[src/rtl/lpm_map.svh]
// Offsets, field positions, reset values and timing for the mode sequencer
// How it works
// - Subactive: main oscillator off, converter off
// - Subactive instruction cycle 244 or 122 us
// - Stop/standby in subactive goes watch or active
// - Frame time base feeds wake and interrupt logic
// - Frame period selectable by miscellaneous register field
// - Low-power requests raised at frame strobe
// - Low-speed 0, direct 1, then stop/standby: active
// - Direct flag settable only subactive, cleared active
// - Direct transition between settling and frame+settling
// - Reset asynchronous, forces reset state at once
// - Stop/standby is no-op if request pending, disabled
// - Inputs sampled once per frame in subactive and watch, high-then-low edge
// - Active instruction clock is system clock over 4 or 32
// - Gear enable plus standby starts gear conversion
// - Gear conversion returns active, clears gear enable
// - Watch wake: active if low-speed 0, else subactive
// - Subactive stop/standby without direct goes to watch
`ifndef LPM_MAP_SVH
`define LPM_MAP_SVH

`define ADDR_SYS_CLK_SEL   6'h04
`define ADDR_MISC          6'h05
`define ADDR_LP_FLAGS      6'h20
`define ADDR_GEAR_FLAG     6'h21
`define ADDR_MODE_STATUS   6'h3f

`define BIT_GEAR_RATIO     0
`define BIT_OSC_FREQ       1
`define BIT_SUB_SPEED      2
`define BIT_LOW_SPEED_ON   0
`define BIT_DIRECT_XFER    3
`define BIT_GEAR_ENABLE    3

`define RST_SYS_CLK_SEL    4'h0
`define RST_MISC           4'h0

`define CLK_PERIOD_NS      20
`define SUB_SLOW_NS        244000
`define SUB_FAST_NS        122000
`define FRAME_LONG_NS      1000000
`define FRAME_SHORT_NS     500000
`define OSC_SETTLE_NS      100000
`define GEAR_DIV_FAST      4
`define GEAR_DIV_SLOW      32
`define GEAR_SYNC_CYC      32

`endif

[src/rtl/lpm_pkg.sv]
// Types shared by the mode sequencer files
package lpm_pkg;
    typedef enum logic [2:0] {
        MODE_ACTIVE,
        MODE_STANDBY,
        MODE_STOP,
        MODE_WATCH,
        MODE_SUBACTIVE,
        MODE_DIRECT_WAIT,
        MODE_SETTLE,
        MODE_GEAR
    } mode_t;
endpackage

[src/rtl/lpm_sequencer.sv]
// Power-mode, frame time base and gear sequencer
`timescale 1ns/10ps
`include "lpm_map.svh"
module lpm_sequencer #(
    parameter int SUB_SLOW_CYC  = `SUB_SLOW_NS / `CLK_PERIOD_NS,
    parameter int SUB_FAST_CYC  = `SUB_FAST_NS / `CLK_PERIOD_NS,
    parameter int FRAME_LONG_CYC  = `FRAME_LONG_NS / `CLK_PERIOD_NS,
    parameter int FRAME_SHORT_CYC = `FRAME_SHORT_NS / `CLK_PERIOD_NS,
    parameter int SETTLE_CYC    = (`OSC_SETTLE_NS + `CLK_PERIOD_NS - 1)
                                  / `CLK_PERIOD_NS
) (
    input  wire logic       ref_clk_in,      // 50 MHz system clock
    input  wire logic       arst_n_in,       // Async reset, active low
    input  wire logic [5:0] addr_in,         // Register address
    input  wire logic [3:0] wdata_in,        // Register write data
    input  wire logic       wr_in,           // Write strobe
    input  wire logic       rd_in,           // Read strobe
    output logic      [3:0] rdata_out,       // Read data, next cycle
    input  wire logic       instr_stop_in,   // Stop instruction executed
    input  wire logic       instr_standby_in, // Standby instruction executed
    input  wire logic       watch_select_bit_in, // Stop goes to watch
    input  wire logic       interrupt_enable_flag_in, // CPU enable flag
    input  wire logic       irq_pending_in,  // Any unmasked request set
    input  wire logic       timer_a_mask_in, // Timer A request masked
    input  wire logic       ext_int_zero_n_in, // Interrupt 0 pin
    input  wire logic [3:0] wakeup_n_in,     // Wakeup pins
    output logic      [2:0] mode_out,        // Current mode
    output logic            main_osc_en_out, // Main oscillator enable
    output logic            adc_en_out,      // Converter clock enable
    output logic            cpu_run_out,     // Instruction execution on
    output logic            instr_clk_en_out, // Instruction cycle pulse
    output logic            frame_strobe_out, // Interrupt frame strobe
    output logic            external_interrupt_zero_req_out,    // Interrupt 0 request pulse
    output logic            wakeup_req_out,  // Wakeup request pulse
    output logic            timer_a_req_out  // Timer A overflow pulse
);
    localparam int GEAR_SYNC = `GEAR_SYNC_CYC;

    lpm_pkg::mode_t mode;
    lpm_pkg::mode_t next_mode;
    logic [3:0]  sys_clk_sel;
    logic [3:0]  misc;
    logic        low_speed_on_flag;
    logic        direct_transfer_on_flag;
    logic        gear_enable_flag;
    logic [4:0]  pin_meta;
    logic [4:0]  pin_sync;
    logic [4:0]  pin_prev;
    logic [4:0]  frame_edge;
    logic [15:0] frame_cnt;
    logic [13:0] div_cnt;
    logic [12:0] settle_cnt;
    logic [2:0]  held_req;

    wire in_active   = (mode == lpm_pkg::MODE_ACTIVE);
    wire in_sub      = (mode == lpm_pkg::MODE_SUBACTIVE);
    wire in_watch    = (mode == lpm_pkg::MODE_WATCH);
    wire low_power   = in_sub | in_watch;
    wire instr_any   = instr_stop_in | instr_standby_in;
    wire instr_nop   = ~interrupt_enable_flag_in & irq_pending_in;
    wire instr_go    = instr_any & ~instr_nop;
    wire direct_sel  = direct_transfer_on_flag & ~low_speed_on_flag;
    wire wr_sys      = wr_in & (addr_in == `ADDR_SYS_CLK_SEL);
    wire wr_misc     = wr_in & (addr_in == `ADDR_MISC);
    wire wr_flags    = wr_in & (addr_in == `ADDR_LP_FLAGS);
    wire wr_gear     = wr_in & (addr_in == `ADDR_GEAR_FLAG);
    wire gear_slow   = sys_clk_sel[`BIT_GEAR_RATIO];
    wire sub_slow    = sys_clk_sel[`BIT_SUB_SPEED];
    // Field zero picks the long frame, any other code the short one
    wire frame_long  = (misc[1:0] == 2'b00);
    wire [15:0] frame_last = frame_long ? 16'(FRAME_LONG_CYC - 1)
                                        : 16'(FRAME_SHORT_CYC - 1);
    // A shorter period picked mid-frame must not run the counter round
    wire frame_wrap  = (frame_cnt >= frame_last);
    wire [13:0] div_last = in_sub ? (sub_slow ? 14'(SUB_SLOW_CYC - 1)
                                              : 14'(SUB_FAST_CYC - 1))
                                  : (gear_slow ? 14'(`GEAR_DIV_SLOW - 1)
                                               : 14'(`GEAR_DIV_FAST - 1));
    wire div_run     = in_active | in_sub;
    wire settle_done = (mode == lpm_pkg::MODE_SETTLE) &&
                       (settle_cnt == 13'(SETTLE_CYC - 1));
    wire gear_done   = (mode == lpm_pkg::MODE_GEAR) &&
                       (settle_cnt == 13'(GEAR_SYNC - 1));
    // Frame edges serve subactive and watch; immediate edges every other mode
    wire [4:0] fast_edge = pin_prev & ~pin_sync;
    wire external_interrupt_zero_edge   = low_power ? frame_edge[0] : fast_edge[0];
    wire wu_edge     = low_power ? |frame_edge[4:1] : |fast_edge[4:1];
    wire ta_event    = frame_strobe_out & ~timer_a_mask_in;
    wire watch_wake  = external_interrupt_zero_edge | wu_edge | ta_event;
    wire to_settle   = in_watch & watch_wake & ~low_speed_on_flag;
    wire [3:0] lp_flags_rd = {direct_transfer_on_flag, 2'b00,
                              low_speed_on_flag};
    wire [3:0] rd_mux =
        (addr_in == `ADDR_SYS_CLK_SEL) ? sys_clk_sel :
        (addr_in == `ADDR_MISC)        ? misc :
        (addr_in == `ADDR_LP_FLAGS)    ? lp_flags_rd :
        (addr_in == `ADDR_GEAR_FLAG)   ? {gear_enable_flag, 3'b000} :
        (addr_in == `ADDR_MODE_STATUS) ? {1'b0, mode} : 4'h0;

    frame_edge_sampler u_sampler (
        .ref_clk_in (ref_clk_in),
        .arst_n_in  (arst_n_in),
        .strobe_in  (frame_strobe_out),
        .level_in   (pin_sync),
        .edge_out   (frame_edge)
    );

    always_comb begin
        next_mode = mode;
        case (mode)
            lpm_pkg::MODE_ACTIVE: begin
                if (instr_go && instr_standby_in) begin
                    next_mode = gear_enable_flag ? lpm_pkg::MODE_GEAR
                                                 : lpm_pkg::MODE_STANDBY;
                end else if (instr_go) begin
                    next_mode = watch_select_bit_in ? lpm_pkg::MODE_WATCH
                                                    : lpm_pkg::MODE_STOP;
                end
            end
            lpm_pkg::MODE_STANDBY: begin
                if (irq_pending_in | external_interrupt_zero_edge | wu_edge | ta_event) begin
                    next_mode = lpm_pkg::MODE_ACTIVE;
                end
            end
            lpm_pkg::MODE_STOP: begin
                if (|fast_edge[4:1]) begin
                    next_mode = lpm_pkg::MODE_SETTLE;
                end
            end
            lpm_pkg::MODE_WATCH: begin
                if (watch_wake) begin
                    next_mode = low_speed_on_flag ? lpm_pkg::MODE_SUBACTIVE
                                                  : lpm_pkg::MODE_SETTLE;
                end
            end
            lpm_pkg::MODE_SUBACTIVE: begin
                if (instr_go) begin
                    next_mode = direct_sel ? lpm_pkg::MODE_DIRECT_WAIT
                                           : lpm_pkg::MODE_WATCH;
                end
            end
            lpm_pkg::MODE_DIRECT_WAIT: begin
                // Waiting for the frame edge keeps the switch under one
                // frame plus settling
                if (frame_strobe_out) begin
                    next_mode = lpm_pkg::MODE_SETTLE;
                end
            end
            lpm_pkg::MODE_SETTLE: begin
                if (settle_done) begin
                    next_mode = lpm_pkg::MODE_ACTIVE;
                end
            end
            lpm_pkg::MODE_GEAR: begin
                if (gear_done) begin
                    next_mode = lpm_pkg::MODE_ACTIVE;
                end
            end
            default: begin
                next_mode = lpm_pkg::MODE_ACTIVE;
            end
        endcase
    end

    always_ff @(posedge ref_clk_in or negedge arst_n_in) begin
        if (!arst_n_in) begin
            mode <= lpm_pkg::MODE_ACTIVE;
        end else begin
            mode <= next_mode;
        end
    end

    always_ff @(posedge ref_clk_in or negedge arst_n_in) begin
        if (!arst_n_in) begin
            pin_meta <= 5'h1f;
            pin_sync <= 5'h1f;
            pin_prev <= 5'h1f;
        end else begin
            pin_meta <= {wakeup_n_in, ext_int_zero_n_in};
            pin_sync <= pin_meta;
            pin_prev <= pin_sync;
        end
    end

    // Frame base runs on every mode so the sampler keeps its phase
    always_ff @(posedge ref_clk_in or negedge arst_n_in) begin
        if (!arst_n_in) begin
            frame_cnt        <= 16'h0000;
            frame_strobe_out <= 1'b0;
        end else begin
            frame_cnt        <= frame_wrap ? 16'h0000 : frame_cnt + 16'h0001;
            frame_strobe_out <= frame_wrap;
        end
    end

    always_ff @(posedge ref_clk_in or negedge arst_n_in) begin
        if (!arst_n_in) begin
            div_cnt          <= 14'h0000;
            instr_clk_en_out <= 1'b0;
        end else if (!div_run || div_cnt >= div_last) begin
            div_cnt          <= 14'h0000;
            instr_clk_en_out <= div_run;
        end else begin
            div_cnt          <= div_cnt + 14'h0001;
            instr_clk_en_out <= 1'b0;
        end
    end

    always_ff @(posedge ref_clk_in or negedge arst_n_in) begin
        if (!arst_n_in) begin
            settle_cnt <= 13'h0000;
        end else if (mode != next_mode) begin
            settle_cnt <= 13'h0000;
        end else begin
            settle_cnt <= settle_cnt + 13'h0001;
        end
    end

    always_ff @(posedge ref_clk_in or negedge arst_n_in) begin
        if (!arst_n_in) begin
            sys_clk_sel             <= `RST_SYS_CLK_SEL;
            misc                    <= `RST_MISC;
            low_speed_on_flag       <= 1'b0;
            direct_transfer_on_flag <= 1'b0;
            gear_enable_flag        <= 1'b0;
        end else begin
            if (wr_sys) begin
                sys_clk_sel <= wdata_in;
            end
            if (wr_misc) begin
                misc <= wdata_in;
            end
            if (wr_flags) begin
                low_speed_on_flag <= wdata_in[`BIT_LOW_SPEED_ON];
            end
            if (in_active) begin
                direct_transfer_on_flag <= 1'b0;
            end else if (wr_flags && in_sub) begin
                direct_transfer_on_flag <= wdata_in[`BIT_DIRECT_XFER];
            end
            // A write of one in the clearing cycle still sets the flag
            if (wr_gear) begin
                gear_enable_flag <= wdata_in[`BIT_GEAR_ENABLE];
            end else if (gear_done) begin
                gear_enable_flag <= 1'b0;
            end
        end
    end

    // Requests found in watch on the way to active wait out the settling
    always_ff @(posedge ref_clk_in or negedge arst_n_in) begin
        if (!arst_n_in) begin
            held_req        <= 3'b000;
            external_interrupt_zero_req_out    <= 1'b0;
            wakeup_req_out  <= 1'b0;
            timer_a_req_out <= 1'b0;
        end else if (to_settle) begin
            held_req        <= {ta_event, wu_edge, external_interrupt_zero_edge};
            external_interrupt_zero_req_out    <= 1'b0;
            wakeup_req_out  <= 1'b0;
            timer_a_req_out <= 1'b0;
        end else if (settle_done) begin
            held_req        <= 3'b000;
            external_interrupt_zero_req_out    <= held_req[0];
            wakeup_req_out  <= held_req[1];
            timer_a_req_out <= held_req[2];
        end else begin
            external_interrupt_zero_req_out    <= external_interrupt_zero_edge;
            wakeup_req_out  <= wu_edge;
            timer_a_req_out <= frame_strobe_out &&
                               mode != lpm_pkg::MODE_STOP;
        end
    end

    always_ff @(posedge ref_clk_in or negedge arst_n_in) begin
        if (!arst_n_in) begin
            rdata_out <= 4'h0;
        end else begin
            rdata_out <= rd_in ? rd_mux : 4'h0;
        end
    end

    assign mode_out        = mode;
    assign main_osc_en_out = !(low_power || mode == lpm_pkg::MODE_STOP ||
                               mode == lpm_pkg::MODE_DIRECT_WAIT);
    assign adc_en_out      = in_active | (mode == lpm_pkg::MODE_STANDBY);
    assign cpu_run_out     = div_run;

    AST_SUB_CLOCKS: assert property (@(posedge ref_clk_in)
        disable iff (!arst_n_in)
        in_sub |-> !main_osc_en_out && !adc_en_out)
        else $error("main oscillator or converter on in subactive");

    AST_NOP_CANCEL: assert property (@(posedge ref_clk_in)
        disable iff (!arst_n_in)
        in_active && instr_any && !interrupt_enable_flag_in
        && irq_pending_in |=> mode == lpm_pkg::MODE_ACTIVE)
        else $error("stop or standby not cancelled");

    AST_DIRECT_TRANSFER_ON_FLAG_ACTIVE: assert property (@(posedge ref_clk_in)
        disable iff (!arst_n_in)
        in_active ##1 in_active |-> !direct_transfer_on_flag)
        else $error("direct flag set in active mode");

    AST_SUB_TO_WATCH: assert property (@(posedge ref_clk_in)
        disable iff (!arst_n_in)
        in_sub && instr_go && !direct_sel |=> in_watch)
        else $error("subactive exit did not reach watch");

    AST_WATCH_TO_SUB: assert property (@(posedge ref_clk_in)
        disable iff (!arst_n_in)
        in_watch && watch_wake && low_speed_on_flag |=> in_sub)
        else $error("watch wake did not reach subactive");

    AST_GEAR_ENTRY: assert property (@(posedge ref_clk_in)
        disable iff (!arst_n_in)
        in_active && instr_standby_in && !instr_nop && gear_enable_flag
        |=> mode == lpm_pkg::MODE_GEAR)
        else $error("gear conversion not entered");

    AST_GEAR_RETURN: assert property (@(posedge ref_clk_in)
        disable iff (!arst_n_in)
        $rose(mode == lpm_pkg::MODE_GEAR) |->
        ##[31:32] in_active ##0 !gear_enable_flag)
        else $error("gear conversion did not return and clear");

    AST_GEAR_DIV4: assert property (@(posedge ref_clk_in)
        disable iff (!arst_n_in)
        in_active && instr_clk_en_out && !gear_slow && !wr_sys
        |=> !instr_clk_en_out [*3] ##1 (instr_clk_en_out || !in_active))
        else $error("divide by four spacing wrong");

    AST_FRAME_EDGE: assert property (@(posedge ref_clk_in)
        disable iff (!arst_n_in)
        low_power && $past(low_power) && external_interrupt_zero_req_out
        |-> $past(frame_strobe_out, 2))
        else $error("low-power request off the frame strobe");
endmodule

[src/rtl/frame_edge_sampler.sv]
// Per-frame falling edge sampler for the interrupt and wakeup inputs
`timescale 1ns/10ps
module frame_edge_sampler (
    input  wire logic       ref_clk_in,   // System clock
    input  wire logic       arst_n_in,    // Async reset, active low
    input  wire logic       strobe_in,    // Frame strobe pulse
    input  wire logic [4:0] level_in,     // Synchronised pin levels
    output logic      [4:0] edge_out      // Falling edge seen, one pulse
);
    logic [4:0] sample;

    genvar i;
    generate
        for (i = 0; i < 5; i = i + 1) begin : g_bit
            always_ff @(posedge ref_clk_in or negedge arst_n_in) begin
                if (!arst_n_in) begin
                    sample[i]   <= 1'b1;
                    edge_out[i] <= 1'b0;
                end else begin
                    edge_out[i] <= strobe_in & sample[i] & ~level_in[i];
                    if (strobe_in) begin
                        sample[i] <= level_in[i];
                    end
                end
            end
        end
    endgenerate
endmodule

[config.mk]
export PLATFORM = sky130hd
export DESIGN_NAME = lpm_sequencer
export DESIGN_NICKNAME = d
export VERILOG_FILES = /design/src/rtl/lpm_pkg.sv /design/src/rtl/lpm_sequencer.sv /design/src/rtl/frame_edge_sampler.sv
export VERILOG_INCLUDE_DIRS = /design/src /design/src/rtl
export SDC_FILE = /design/constraint.sdc
export NUM_CORES = 1
export LEC_CHECK = 0
export BUFFER_PORTS_ARGS = -buffer_cell sky130_fd_sc_hd__buf_2
export CELL_PAD_IN_SITES_DETAIL_PLACEMENT = 1
export CELL_PAD_IN_SITES_GLOBAL_PLACEMENT = 1
export CORE_MARGIN = 10
export CORE_UTILIZATION = 35
export CTS_CLUSTER_DIAMETER = 30
export DETAILED_ROUTE_END_ITERATION = 8
export PLACE_DENSITY_LB_ADDON = 0.1
export SLEW_MARGIN = 10
export SYNTH_ARGS = -nofsm -noshare
export SYNTH_HDL_FRONTEND = slang
export SYNTH_SLANG_ARGS = --single-unit
[constraint.sdc]
create_clock -name ref_clk_in -period 4.6 [get_ports ref_clk_in]
set_clock_uncertainty 0.1 [all_clocks]
set_input_delay 0.69 -clock ref_clk_in [delete_from_list [all_inputs] [get_ports ref_clk_in]]
set_output_delay 0.69 -clock ref_clk_in [all_outputs]
set_load 0.05 [all_outputs]
* Yosys cells after proc, flatten, opt, wreduce, memory -nomap -nowiden
Cells that the tools add are included.
** Word-level totals
- Bits in registers :: 94
- Bits in latches :: 0
- Memory bits (writable) :: 0
- Bits in read-only memories :: 0
- Input bits :: 25
- Output and inout port bits :: 15
- Logic and storage cells :: 149
- Memories kept :: 0
** Operators by class
- Add/sub/neg operators :: 3
- Multiply operators :: 0
- Divide/modulo/power cells :: 0
- $lt $le $gt $ge :: 2
- Equal/unequal tests :: 16
- Shifts and indexed selects :: 0
- Multiplexer cells :: 42
- Bitwise operators :: 40
- Reductions and logical operators :: 17
** Operators by type and width (count)
- $mux 14 :: 3
- $mux 3 :: 14
- $mux 16 :: 2
- $pmux 3 s8 :: 1
- $and 1x1->1 :: 20
- $mux 4 :: 5
- $eq 6x6->1 const B :: 3
- $add 16x1->16 const B :: 1
- $ge 16x16->1 :: 1
- $add 14x1->14 const B :: 1
- $ge 14x14->1 :: 1
- $mux 1 :: 14
- $add 13x1->13 const B :: 1
- $eq 13x13->1 const B :: 1
- $eq 13x5->1 const B :: 1
- $mux 13 :: 1
- $eq 3x3->1 const B :: 4
- $eq 6x3->1 const B :: 2
- $not 1->1 :: 9
- $or 1x1->1 :: 9
- $reduce_or 4->1 :: 2
- $eq 3x2->1 const B :: 2
- $reduce_bool 2->1 :: 3
- $and 5x5->5 :: 1
- other kinds (11) :: 18

* Depth between registers and ports, before layout
Gate-level depths: netlist of run 1.
- Depth after elaboration :: 10
- Depth in mapped cells :: 13
- Gate-level depth less buffers :: 11

* By module
Synthesis of run 1 repeated with hierarchy kept, for this count alone.
** Second synthesis, totals
- Cells, all modules :: 469
- Area, all modules :: 5009.8 µm²
** Modules (own cells, without submodules)
- lpm_sequencer :: times used 1, cells each 448, area an instance 4616.9 µm², seq. area each 2120.8 µm²
- frame_edge_sampler :: times used 1, cells each 21, area an instance 392.9 µm², seq. area each 256.5 µm²

* Least setup slack after synthesis of run 1
OpenSTA, ideal clock, no wires.
- Path kind :: register to register
- From :: register mode[1] (netlist: mode_out[1])
- To :: register div_cnt[10]
- Setup time :: 0.086 ns
- Data arrival time :: 2.881 ns
- Data required time :: 4.414 ns
- Path slack :: 1.533 ns
- Stages on the path, launching flop included :: 14
- Path buffers :: 2
- Period minus slack after synthesis :: 3.067 ns
- Path through :: dfrtp_1 -> buf_2 -> nor3b_2 -> inv_1 -> nand2_1 -> and2_1 -> ha_1 -> a21o_1 -> a21o_1 -> a21o_1 -> a21oi_1 -> o211ai_1 -> clkbuf_1 -> nor3_1
** On the way
- Word-level cells in the longest chain between the ends :: 5
- Elaborated cells on any way between the ends :: 8
- Those cells by class :: order compare: 1; eq/ne: 1; mux: 2; bitwise: 1; reduce/logical: 3
** RTL lines
- start, declared :: line lpm_sequencer.sv:39 : lpm_pkg::mode_t mode;
- start signal, assigned :: line lpm_sequencer.sv:167 : mode <= lpm_pkg::MODE_ACTIVE;
- start signal, assigned :: line lpm_sequencer.sv:169 : mode <= next_mode;
- $eq 3x3->1 / $logic_not 3->1 (equally long branches) :: line lpm_sequencer.sv:56, lpm_sequencer.sv:55
- $mux 14 / $or 1x1->1 (equally long branches) :: line lpm_sequencer.sv:75, lpm_sequencer.sv:79
- $ge 14x14->1 / $logic_not 1->1 (equally long branches) :: line lpm_sequencer.sv:200 : end else if (!div_run || div_cnt >= div_last) begin
- $logic_or 1x1->1 (*) :: line lpm_sequencer.sv:200
- $mux 14 (*) :: line lpm_sequencer.sv:200
- end signal, assigned :: line lpm_sequencer.sv:204 : div_cnt <= div_cnt + 14'h0001;
- end, declared :: line lpm_sequencer.sv:51 : logic [13:0] div_cnt;
Every way passes the cells marked *; elsewhere a longest branch is shown, timed or not.
A chain may end at the register's enable or synchronous reset.

* Worst setup path in the final report of run 1
- From :: register mode[2] (netlist: mode_out[2])
- To :: register instr_clk_en_out
** On the way
- Word-level cells in the longest chain between the ends :: 5
- Elaborated cells on any way between the ends :: 8
- Those cells by class :: order compare: 1; eq/ne: 1; mux: 2; bitwise: 1; reduce/logical: 3
** RTL lines
- $eq 3x3->1 / $logic_not 3->1 (equally long branches) :: line lpm_sequencer.sv:56, lpm_sequencer.sv:55
- $mux 14 / $or 1x1->1 (equally long branches) :: line lpm_sequencer.sv:75, lpm_sequencer.sv:79
- $ge 14x14->1 / $logic_not 1->1 (equally long branches) :: line lpm_sequencer.sv:200
- $logic_or 1x1->1 :: line lpm_sequencer.sv:200
- $mux 1 (*) :: line lpm_sequencer.sv:200
- end signal, assigned :: line lpm_sequencer.sv:202 : instr_clk_en_out <= div_run;
- end, declared :: line lpm_sequencer.sv:31 : output logic instr_clk_en_out,
Marks and branches as above.

==> results.sh, run 1 <==
export IMPL_area_growth_pct=13.82
export IMPL_syn_num_nets=528
export IMPL_cts_buffers=9
export IMPL_drive_above_1_share=0.2141
export IMPL_firstDrtPassIters=4
export IMPL_htreeDepth=3
export IMPL_slew_violations=0
export IMPL_synth_top_flop_cell="dfrtp_1"
export IMPL_routedWlPerCell_um=17.48
export IMPL_grt_setup_unrepaired="false"
export IMPL_numClockSinks=94
export IMPL_cp_num_buf_inv=1
export IMPL_grt_usage=0.1282
export IMPL_fin_setup_tns_ps=0
export IMPL_crit_path_start_kind="register"
export IMPL_core_area_mm2=0.01393
export IMPL_die_area_mm2=0.01949
export IMPL_tritoncts="built"
export IMPL_hold_ws_ps=255.6
export IMPL_drtIter0Drc=163
export IMPL_antenna_found_initial=1
export IMPL_grt_ovfl_total=0
export IMPL_clk_path_buf_depth=2
export IMPL_ys_types=64
export IMPL_max_freq_mhz=273.2
export IMPL_num_vias=3701
export IMPL_whs_path_depth=0
export IMPL_ir_worst_vdd_uv=314.6
export IMPL_grt_pass1_vias=3981
export IMPL_grt_pass1_wl_mm=20.53
export IMPL_cts_resized=0
export IMPL_finalHoldViolations=0
export IMPL_vias_per_cell=5.257
export IMPL_syn_cell_area_mm2=0.005007
export IMPL_io_buffers=39
export IMPL_relSlewSlack=0.1497
export IMPL_avgSynthCellArea_um2=10.50
export IMPL_place_congestion=0.7832
export IMPL_io_pins=40
export IMPL_total_power_mw=2.784
export IMPL_slowest_stage="dfrtp_1"
export IMPL_powerDensity_mw_per_mm2=488.5
export IMPL_setup_viol=0
export IMPL_crit_arrival_ps=3800
export IMPL_path_common_cell="a21o_1"
export IMPL_place_area_mm2=0.005388
export IMPL_synth_warnings=0
export IMPL_worstSetupEndpointType="register"
export IMPL_r2r_start="mode_out[2]$_DFF_PN0_"
export IMPL_seq_area_frac_synth=0.4748
export IMPL_root_buffer="clkbuf_16"
export IMPL_fin_nets=569
export IMPL_drc=0
export IMPL_hp_start="pin_meta[2]$_DFF_PN1_"
export IMPL_finalCritPeriodShare=0.7956
export IMPL_rrSetupSlack_ps=940
export IMPL_async_flop_share=1.000
export IMPL_layout_commonest_cell="dfrtp_1"
export IMPL_slowest_delay_ps=700
export IMPL_cts_setup_buffers=0
export IMPL_crit_required_ps=4740
export IMPL_worstSkewPairLatency_ps=350
export IMPL_crit_chain="nor3b_2 -> inv_1 -> nand2_1 -> and2_1 -> ha_1 -> a21o_1 -> a21o_1 -> a21o_1 -> a21oi_1 -> o211ai_1 -> and2_1"
export IMPL_final_cell_mix="dfrtp_1 (74), nand2_1 (42), nor2_1 (39), buf_2 (38), ha_1 (26)"
export IMPL_netlist_instances=477
export IMPL_start_util=0.3593
export IMPL_maxCapViolations=0
export IMPL_grt_max_degree=71
export IMPL_criticalPathCategory="register to register"
export IMPL_ys_ff_latch=94
export IMPL_rows=43
export IMPL_status="finished clean"
export IMPL_drtAntennaViolNets=0
export IMPL_reg2regPathDepth=11
export IMPL_chipHeight_um=139.6
export IMPL_dp_hpwl_mm=9.023
export IMPL_cp_max_fo=19
export IMPL_die_x_um=139.6
export IMPL_hold_end="pin_sync[2]$_DFF_PN1_"
export IMPL_cp_top_family="compound AO/OA/AOI/OAI gates"
export IMPL_crit_cells=11
export IMPL_hold_path_class="register to register"
export IMPL_cts_hold_buf=0
export IMPL_period_minus_slack_ps=3660
export IMPL_worst_pin_slew_ps=1270
export IMPL_path_clk_slew_ps=60
export IMPL_power_leakage_nw=2.585
export IMPL_routed_wl_mm=12.31
export IMPL_r2r_end="instr_clk_en_out$_DFF_PN0_"
export IMPL_stdcell_area_mm2=0.005699
export IMPL_synth_edf_count=0
[worst reg2reg max path: stages (launching register included)]
cell and delay, ps:
dfrtp_1 700, nor3b_2 440, inv_1 240, nand2_1 160, and2_1 140, ha_1 250
a21o_1 170, a21o_1 170, a21o_1 170, a21oi_1 150, o211ai_1 510, and2_1 380
[Yosys cell counts (3+ instances only)]
library cell / count / area share
dfrtp_1: 74 / 0.37
nand2_1: 42 / 0.031
nor2_1: 39 / 0.029
ha_1: 26 / 0.065
nand3_1: 23 / 0.023
xor2_1: 23 / 0.040
nor3_1: 21 / 0.021
dfstp_2: 20 / 0.10
xnor2_1: 15 / 0.026
a21oi_1: 13 / 0.013
mux2_2: 13 / 0.029
inv_1: 12 / 0.0090
nor2b_1: 12 / 0.015
nor3_2: 10 / 0.020
a21o_1: 9 / 0.013
and3_1: 9 / 0.011
nand4_1: 8 / 0.010
and2_1: 7 / 0.0087
and3b_1: 6 / 0.010
a31oi_1: 5 / 0.0062
buf_2: 5 / 0.0050
nor3b_1: 5 / 0.0075
o21ai_0: 5 / 0.0050
a222oi_1: 4 / 0.0080
and4_1: 4 / 0.0070
clkbuf_1: 4 / 0.0030
nand2b_1: 4 / 0.0050
nand3b_1: 4 / 0.0060
nor4_1: 3 / 0.0037
o21ai_1: 3 / 0.0030
o22ai_1: 3 / 0.0037
[stage by stage]
stage,setup WS [ps],utilization,cells
finish,940.1,0.4090,704
global route,586.6,0.4088,703
CTS,925.2,0.4088,703
detailed placement,936.3,0.3866,687
global placement,1143,0.3866,687
floorplan,1533,-,477
[kinds of logic after synthesis]
family / share of synthesized area
AOI/OAI and AO/OA: 0.09545
adders and majority gates: 0.06497
muxes: 0.03323
buffers and inverters: 0.02349
and+or+nand+nor: 0.2416
xor gates and xnor gates: 0.06647
DFF: 0.4748
[flip-flops by register name, indices dropped and copies added, names as in the netlist, 3 cells and up]
name	count
pin_prev	5
u_sampler.edge_out	5
frame_cnt	16
div_cnt	14
misc	4
mode_out	3
pin_sync	5
sys_clk_sel	4
held_req	3
pin_meta	5
settle_cnt	13
u_sampler.sample	5
rdata_out	4
[area by class of cell]
class	count	area [µm²]
flip-flops and latches	94	2377
fillers	1574	8235
inverters	12	45.04
well taps	180	225.2
diodes	1	2.502
clock buffers	11	254.0
multi-input cells	358	2512
repair buffers	43	227.7
clock inverters	5	55.05
[report_power, final]
group	switching [mW]	internal, mW
registers	0.119	0.901
logic	0.680	0.305
clock network	0.324	0.455
[per-layer routing]
layer  vias to the layer above  share of wire  GRT usage
li1                       1803              -          -
met1                      1844           0.47     0.1583
met2                        42           0.49     0.2118
met3                        12          0.034    0.02824
met4                         0          0.013    0.05163
met5                         -              0          0
[worst max-delay path by stage]
stage	startpoint	end
floorplan	mode_out[1]$_DFF_PN0_	div_cnt[10]$_DFF_PN0_
global placement	mode_out[2]$_DFF_PN0_	instr_clk_en_out$_DFF_PN0_
detailed placement	mode_out[2]$_DFF_PN0_	instr_clk_en_out$_DFF_PN0_
CTS	mode_out[2]$_DFF_PN0_	div_cnt[13]$_DFF_PN0_
global route	mode_out[2]$_DFF_PN0_	div_cnt[1]$_DFF_PN0_
finish	mode_out[2]$_DFF_PN0_	instr_clk_en_out$_DFF_PN0_
(Power assumes the default switching activity.)
==> run 2: changes to the inputs <==
--- a/config.mk
+++ b/config.mk
@@ -6,6 +6,7 @@
 export SDC_FILE = /design/constraint.sdc
 export NUM_CORES = 1
 export LEC_CHECK = 0
+export ABC_AREA = 1
 export BUFFER_PORTS_ARGS = -buffer_cell sky130_fd_sc_hd__buf_2
 export CELL_PAD_IN_SITES_DETAIL_PLACEMENT = 1
 export CELL_PAD_IN_SITES_GLOBAL_PLACEMENT = 1
==> constraint.sdc (replaced) <==
create_clock -name ref_clk_in -period 3.1 [get_ports ref_clk_in]
set_clock_uncertainty 0.1 [all_clocks]
set_input_delay 0.465 -clock ref_clk_in [delete_from_list [all_inputs] [get_ports ref_clk_in]]
set_output_delay 0.465 -clock ref_clk_in [all_outputs]
set_load 0.05 [all_outputs]
==> run 2 against run 1 <==
  * The flow now finishes with violations (negative hold slack)
  * Global-route usage up 0.20 points
  * Critical path depth up 4
  * Sequential cell count is the same
  * Die area is 1.4% lower
  * First-iteration DRC count is 11% lower
  * Utilization rose by 0.34 points
  * Via count is 4.2% higher
  * Maximum frequency rose by 35%
  * Worst setup slack got worse by 540 ps
  * Final cell count increased by 15%
  * Non-clock buffer count up 6
  * Highest routed layer unchanged
==> results.sh, run 2 <==
export IMPL_status="finished, violations left"
export IMPL_violations="negative hold slack"
export IMPL_ir_worst_vdd_uv=302.9
export IMPL_ys_ff_latch=94
export IMPL_grt_pass1_wl_mm=20.76
export IMPL_io_pins=40
export IMPL_io_buffers=39
export IMPL_cts_hold_buf=0
export IMPL_grt_ovfl_total=0
export IMPL_seq_area_frac_synth=0.4827
export IMPL_path_clk_slew_ps=70
export IMPL_fin_nets=674
export IMPL_rrSetupSlack_ps=400
export IMPL_synth_top_flop_cell="dfrtp_1"
export IMPL_layout_commonest_cell="nand2_1"
export IMPL_powerDensity_mw_per_mm2=458.7
export IMPL_fin_setup_tns_ps=0
export IMPL_utilization=0.4124
export IMPL_netlist_instances=569
export IMPL_finalCritPeriodShare=0.8717
export IMPL_drtIter0Drc=145
export IMPL_final_cell_mix="nand2_1 (107), inv_1 (84), dfrtp_1 (73), nor2_1 (71), buf_2 (38)"
export IMPL_worst_pin_slew_ps=597.4
export IMPL_maxCapViolations=0
export IMPL_crit_required_ps=3260
export IMPL_start_util=0.3562
export IMPL_core_area_mm2=0.01383
export IMPL_numClockSinks=94
export IMPL_max_freq_mhz=370.1
export IMPL_rows=43
export IMPL_vias_per_cell=4.772
export IMPL_worstSetupEndpointType="register"
export IMPL_drive_above_1_share=0.1911
export IMPL_diodes=0
export IMPL_power_leakage_nw=2.831
export IMPL_relSlewSlack=0.6008
export IMPL_crit_arrival_ps=2870
export IMPL_largest_register_ffs=16
export IMPL_yosys_area_top_type="dfrtp_1"
export IMPL_dp_hpwl_mm=9.303
export IMPL_synthTopCellsByArea="dfrtp_1 (38%), dfstp_2 (11%), nand2_1 (8.2%)"
export IMPL_syn_num_nets=620
export IMPL_setup_viol=0
export IMPL_chipHeight_um=138.6
export IMPL_top_regs="frame_cnt: 16 flops, div_cnt: 14 flops, settle_cnt: 13 flops"
export IMPL_ys_types=36
export IMPL_clk_path_buf_depth=2
export IMPL_fill_cells=1645
export IMPL_period_minus_slack_ps=2702
export IMPL_criticalPathCategory="register to register"
export IMPL_slew_violations=0
export IMPL_crit_path_start_kind="register"
export IMPL_drc=0
export IMPL_synth_most_common_cell="nand2_1"
export IMPL_routedWlPerCell_um=14.99
export IMPL_root_buffer="clkbuf_16"
export IMPL_finalHoldViolations=1
export IMPL_area_growth_pct=15.78
export IMPL_synth_warnings=0
export IMPL_hold_path_class="primary input to asynchronous set/reset pin"
export IMPL_syn_cell_area_mm2=0.004925
export IMPL_die_x_um=138.6
export IMPL_synth_edf_count=0
export IMPL_place_congestion=0.7977
export IMPL_die_area_mm2=0.01922
export IMPL_htreeDepth=3
export IMPL_routed_wl_mm=12.11
export IMPL_grt_usage=0.1302
export IMPL_grt_pass1_vias=4187
export IMPL_num_vias=3856
export IMPL_hold_ws_ps=-2.332
export IMPL_async_flop_share=1.000
export IMPL_antenna_found_initial=0
export IMPL_cp_max_fo=6
export IMPL_synth_commonest_cells="nand2_1 (107), inv_1 (84), dfrtp_1 (74), nor2_1 (71), nand3_1 (29)"
export IMPL_worstSkewPairLatency_ps=350
export IMPL_top_register="frame_cnt"
export IMPL_avgSynthCellArea_um2=8.655
export IMPL_firstDrtPassIters=4
export IMPL_synth_top_area_share=0.3760
export IMPL_drtAntennaViolNets=0
export IMPL_grt_max_degree=56
export IMPL_cts_buffers=9
export IMPL_grt_setup_unrepaired="false"
export IMPL_tritoncts="built"
[run 2: final timing paths]
path,endpoint,start,cells past startpoint
max reg2reg,div_cnt[11]$_DFF_PN0_,mode_out[1]$_DFF_PN0_,15
max in group asynchronous,pin_meta[1]$_DFF_PN1_,arst_n_in,2
min in group ref_clk_in,pin_meta[2]$_DFF_PN1_,wakeup_n_in[1],1
max,div_cnt[11]$_DFF_PN0_,mode_out[1]$_DFF_PN0_,15
min reg2reg,pin_sync[1]$_DFF_PN1_,pin_meta[1]$_DFF_PN1_,0
min,div_cnt[4]$_DFF_PN0_,arst_n_in,1
[run 2: worst max-delay path, cell delays in order (launching register included)]
cell and delay (ps):
dfrtp_2 440, nor2_8 140, nand2_2 70, inv_1 130
nand2_1 140, nand2_1 80, inv_1 40, ha_1 270
a21oi_1 130, nor2_1 60, o21a_1 160, o21a_1 160
o21ai_1 190, nand3_2 140, buf_4 180, nor3b_1 170
[run 2: layout make-up]
type	instances	area, µm²	area share
clock buffers	10	229.0	0.04016
inverters	85	319.1	0.05596
repair buffers	49	285.3	0.05003
flip-flops and latches	94	2379	0.4172
clock inverters	6	76.32	0.01339
multi-input cells	384	2188	0.3838
well taps	180	225.2	0.03950
[run 2: cells by family after synthesis]
logic type	Yosys count	synth area share
fa+ha+maj	26	0.06606
xor+xnor	22	0.03913
mux	4	0.009146
simple gates	274	0.2619
flops	94	0.4827
buf+inv	91	0.07393
compound gates	58	0.06707
[run 2: power by group]
part | internal (mW) | total, mW | switching, mW
clock | 0.644 | 1.16 | 0.518
combinational | 0.0553 | 0.169 | 0.114
sequential | 1.27 | 1.28 | 0.0180
total | 1.97 | 2.62 | 0.650
[run 2: timing repair]
item | 4_1_cts | 5_1_grt
resized for setup | 0 | 2
buffers inserted | 0 | 2
setup endpoints to repair | 0 | 14
[run 2: stage by stage]
| step | hold WS (ps) | area, µm² | power, mW | worst slack [ps] | std cells |
|---|---|---|---|---|---|
| CTS | 16.15 | 5682 | 2.658 | 35.49 | 806 |
| global placement | 245.5 | 5376 | 1.475 | 192.3 | 790 |
| global route | 39.52 | 5702 | 2.742 | 84.79 | 808 |
| finish | -2.332 | 5702 | 2.615 | 397.8 | 808 |
| detailed placement | 247.5 | 5376 | 1.481 | 59.49 | 790 |
| floorplan | 69.41 | 4926 | 1.390 | 25.03 | 569 |
[run 2: per-layer routing]
layer  vias to the layer above  GRT usage  wire length (µm)
met5                         -          0                 0
met4                         0    0.04723               201
met3                        13    0.02534               287
met2                        33     0.2209              5810
met1                      1880     0.1602              5811
li1                       1930          -                 -
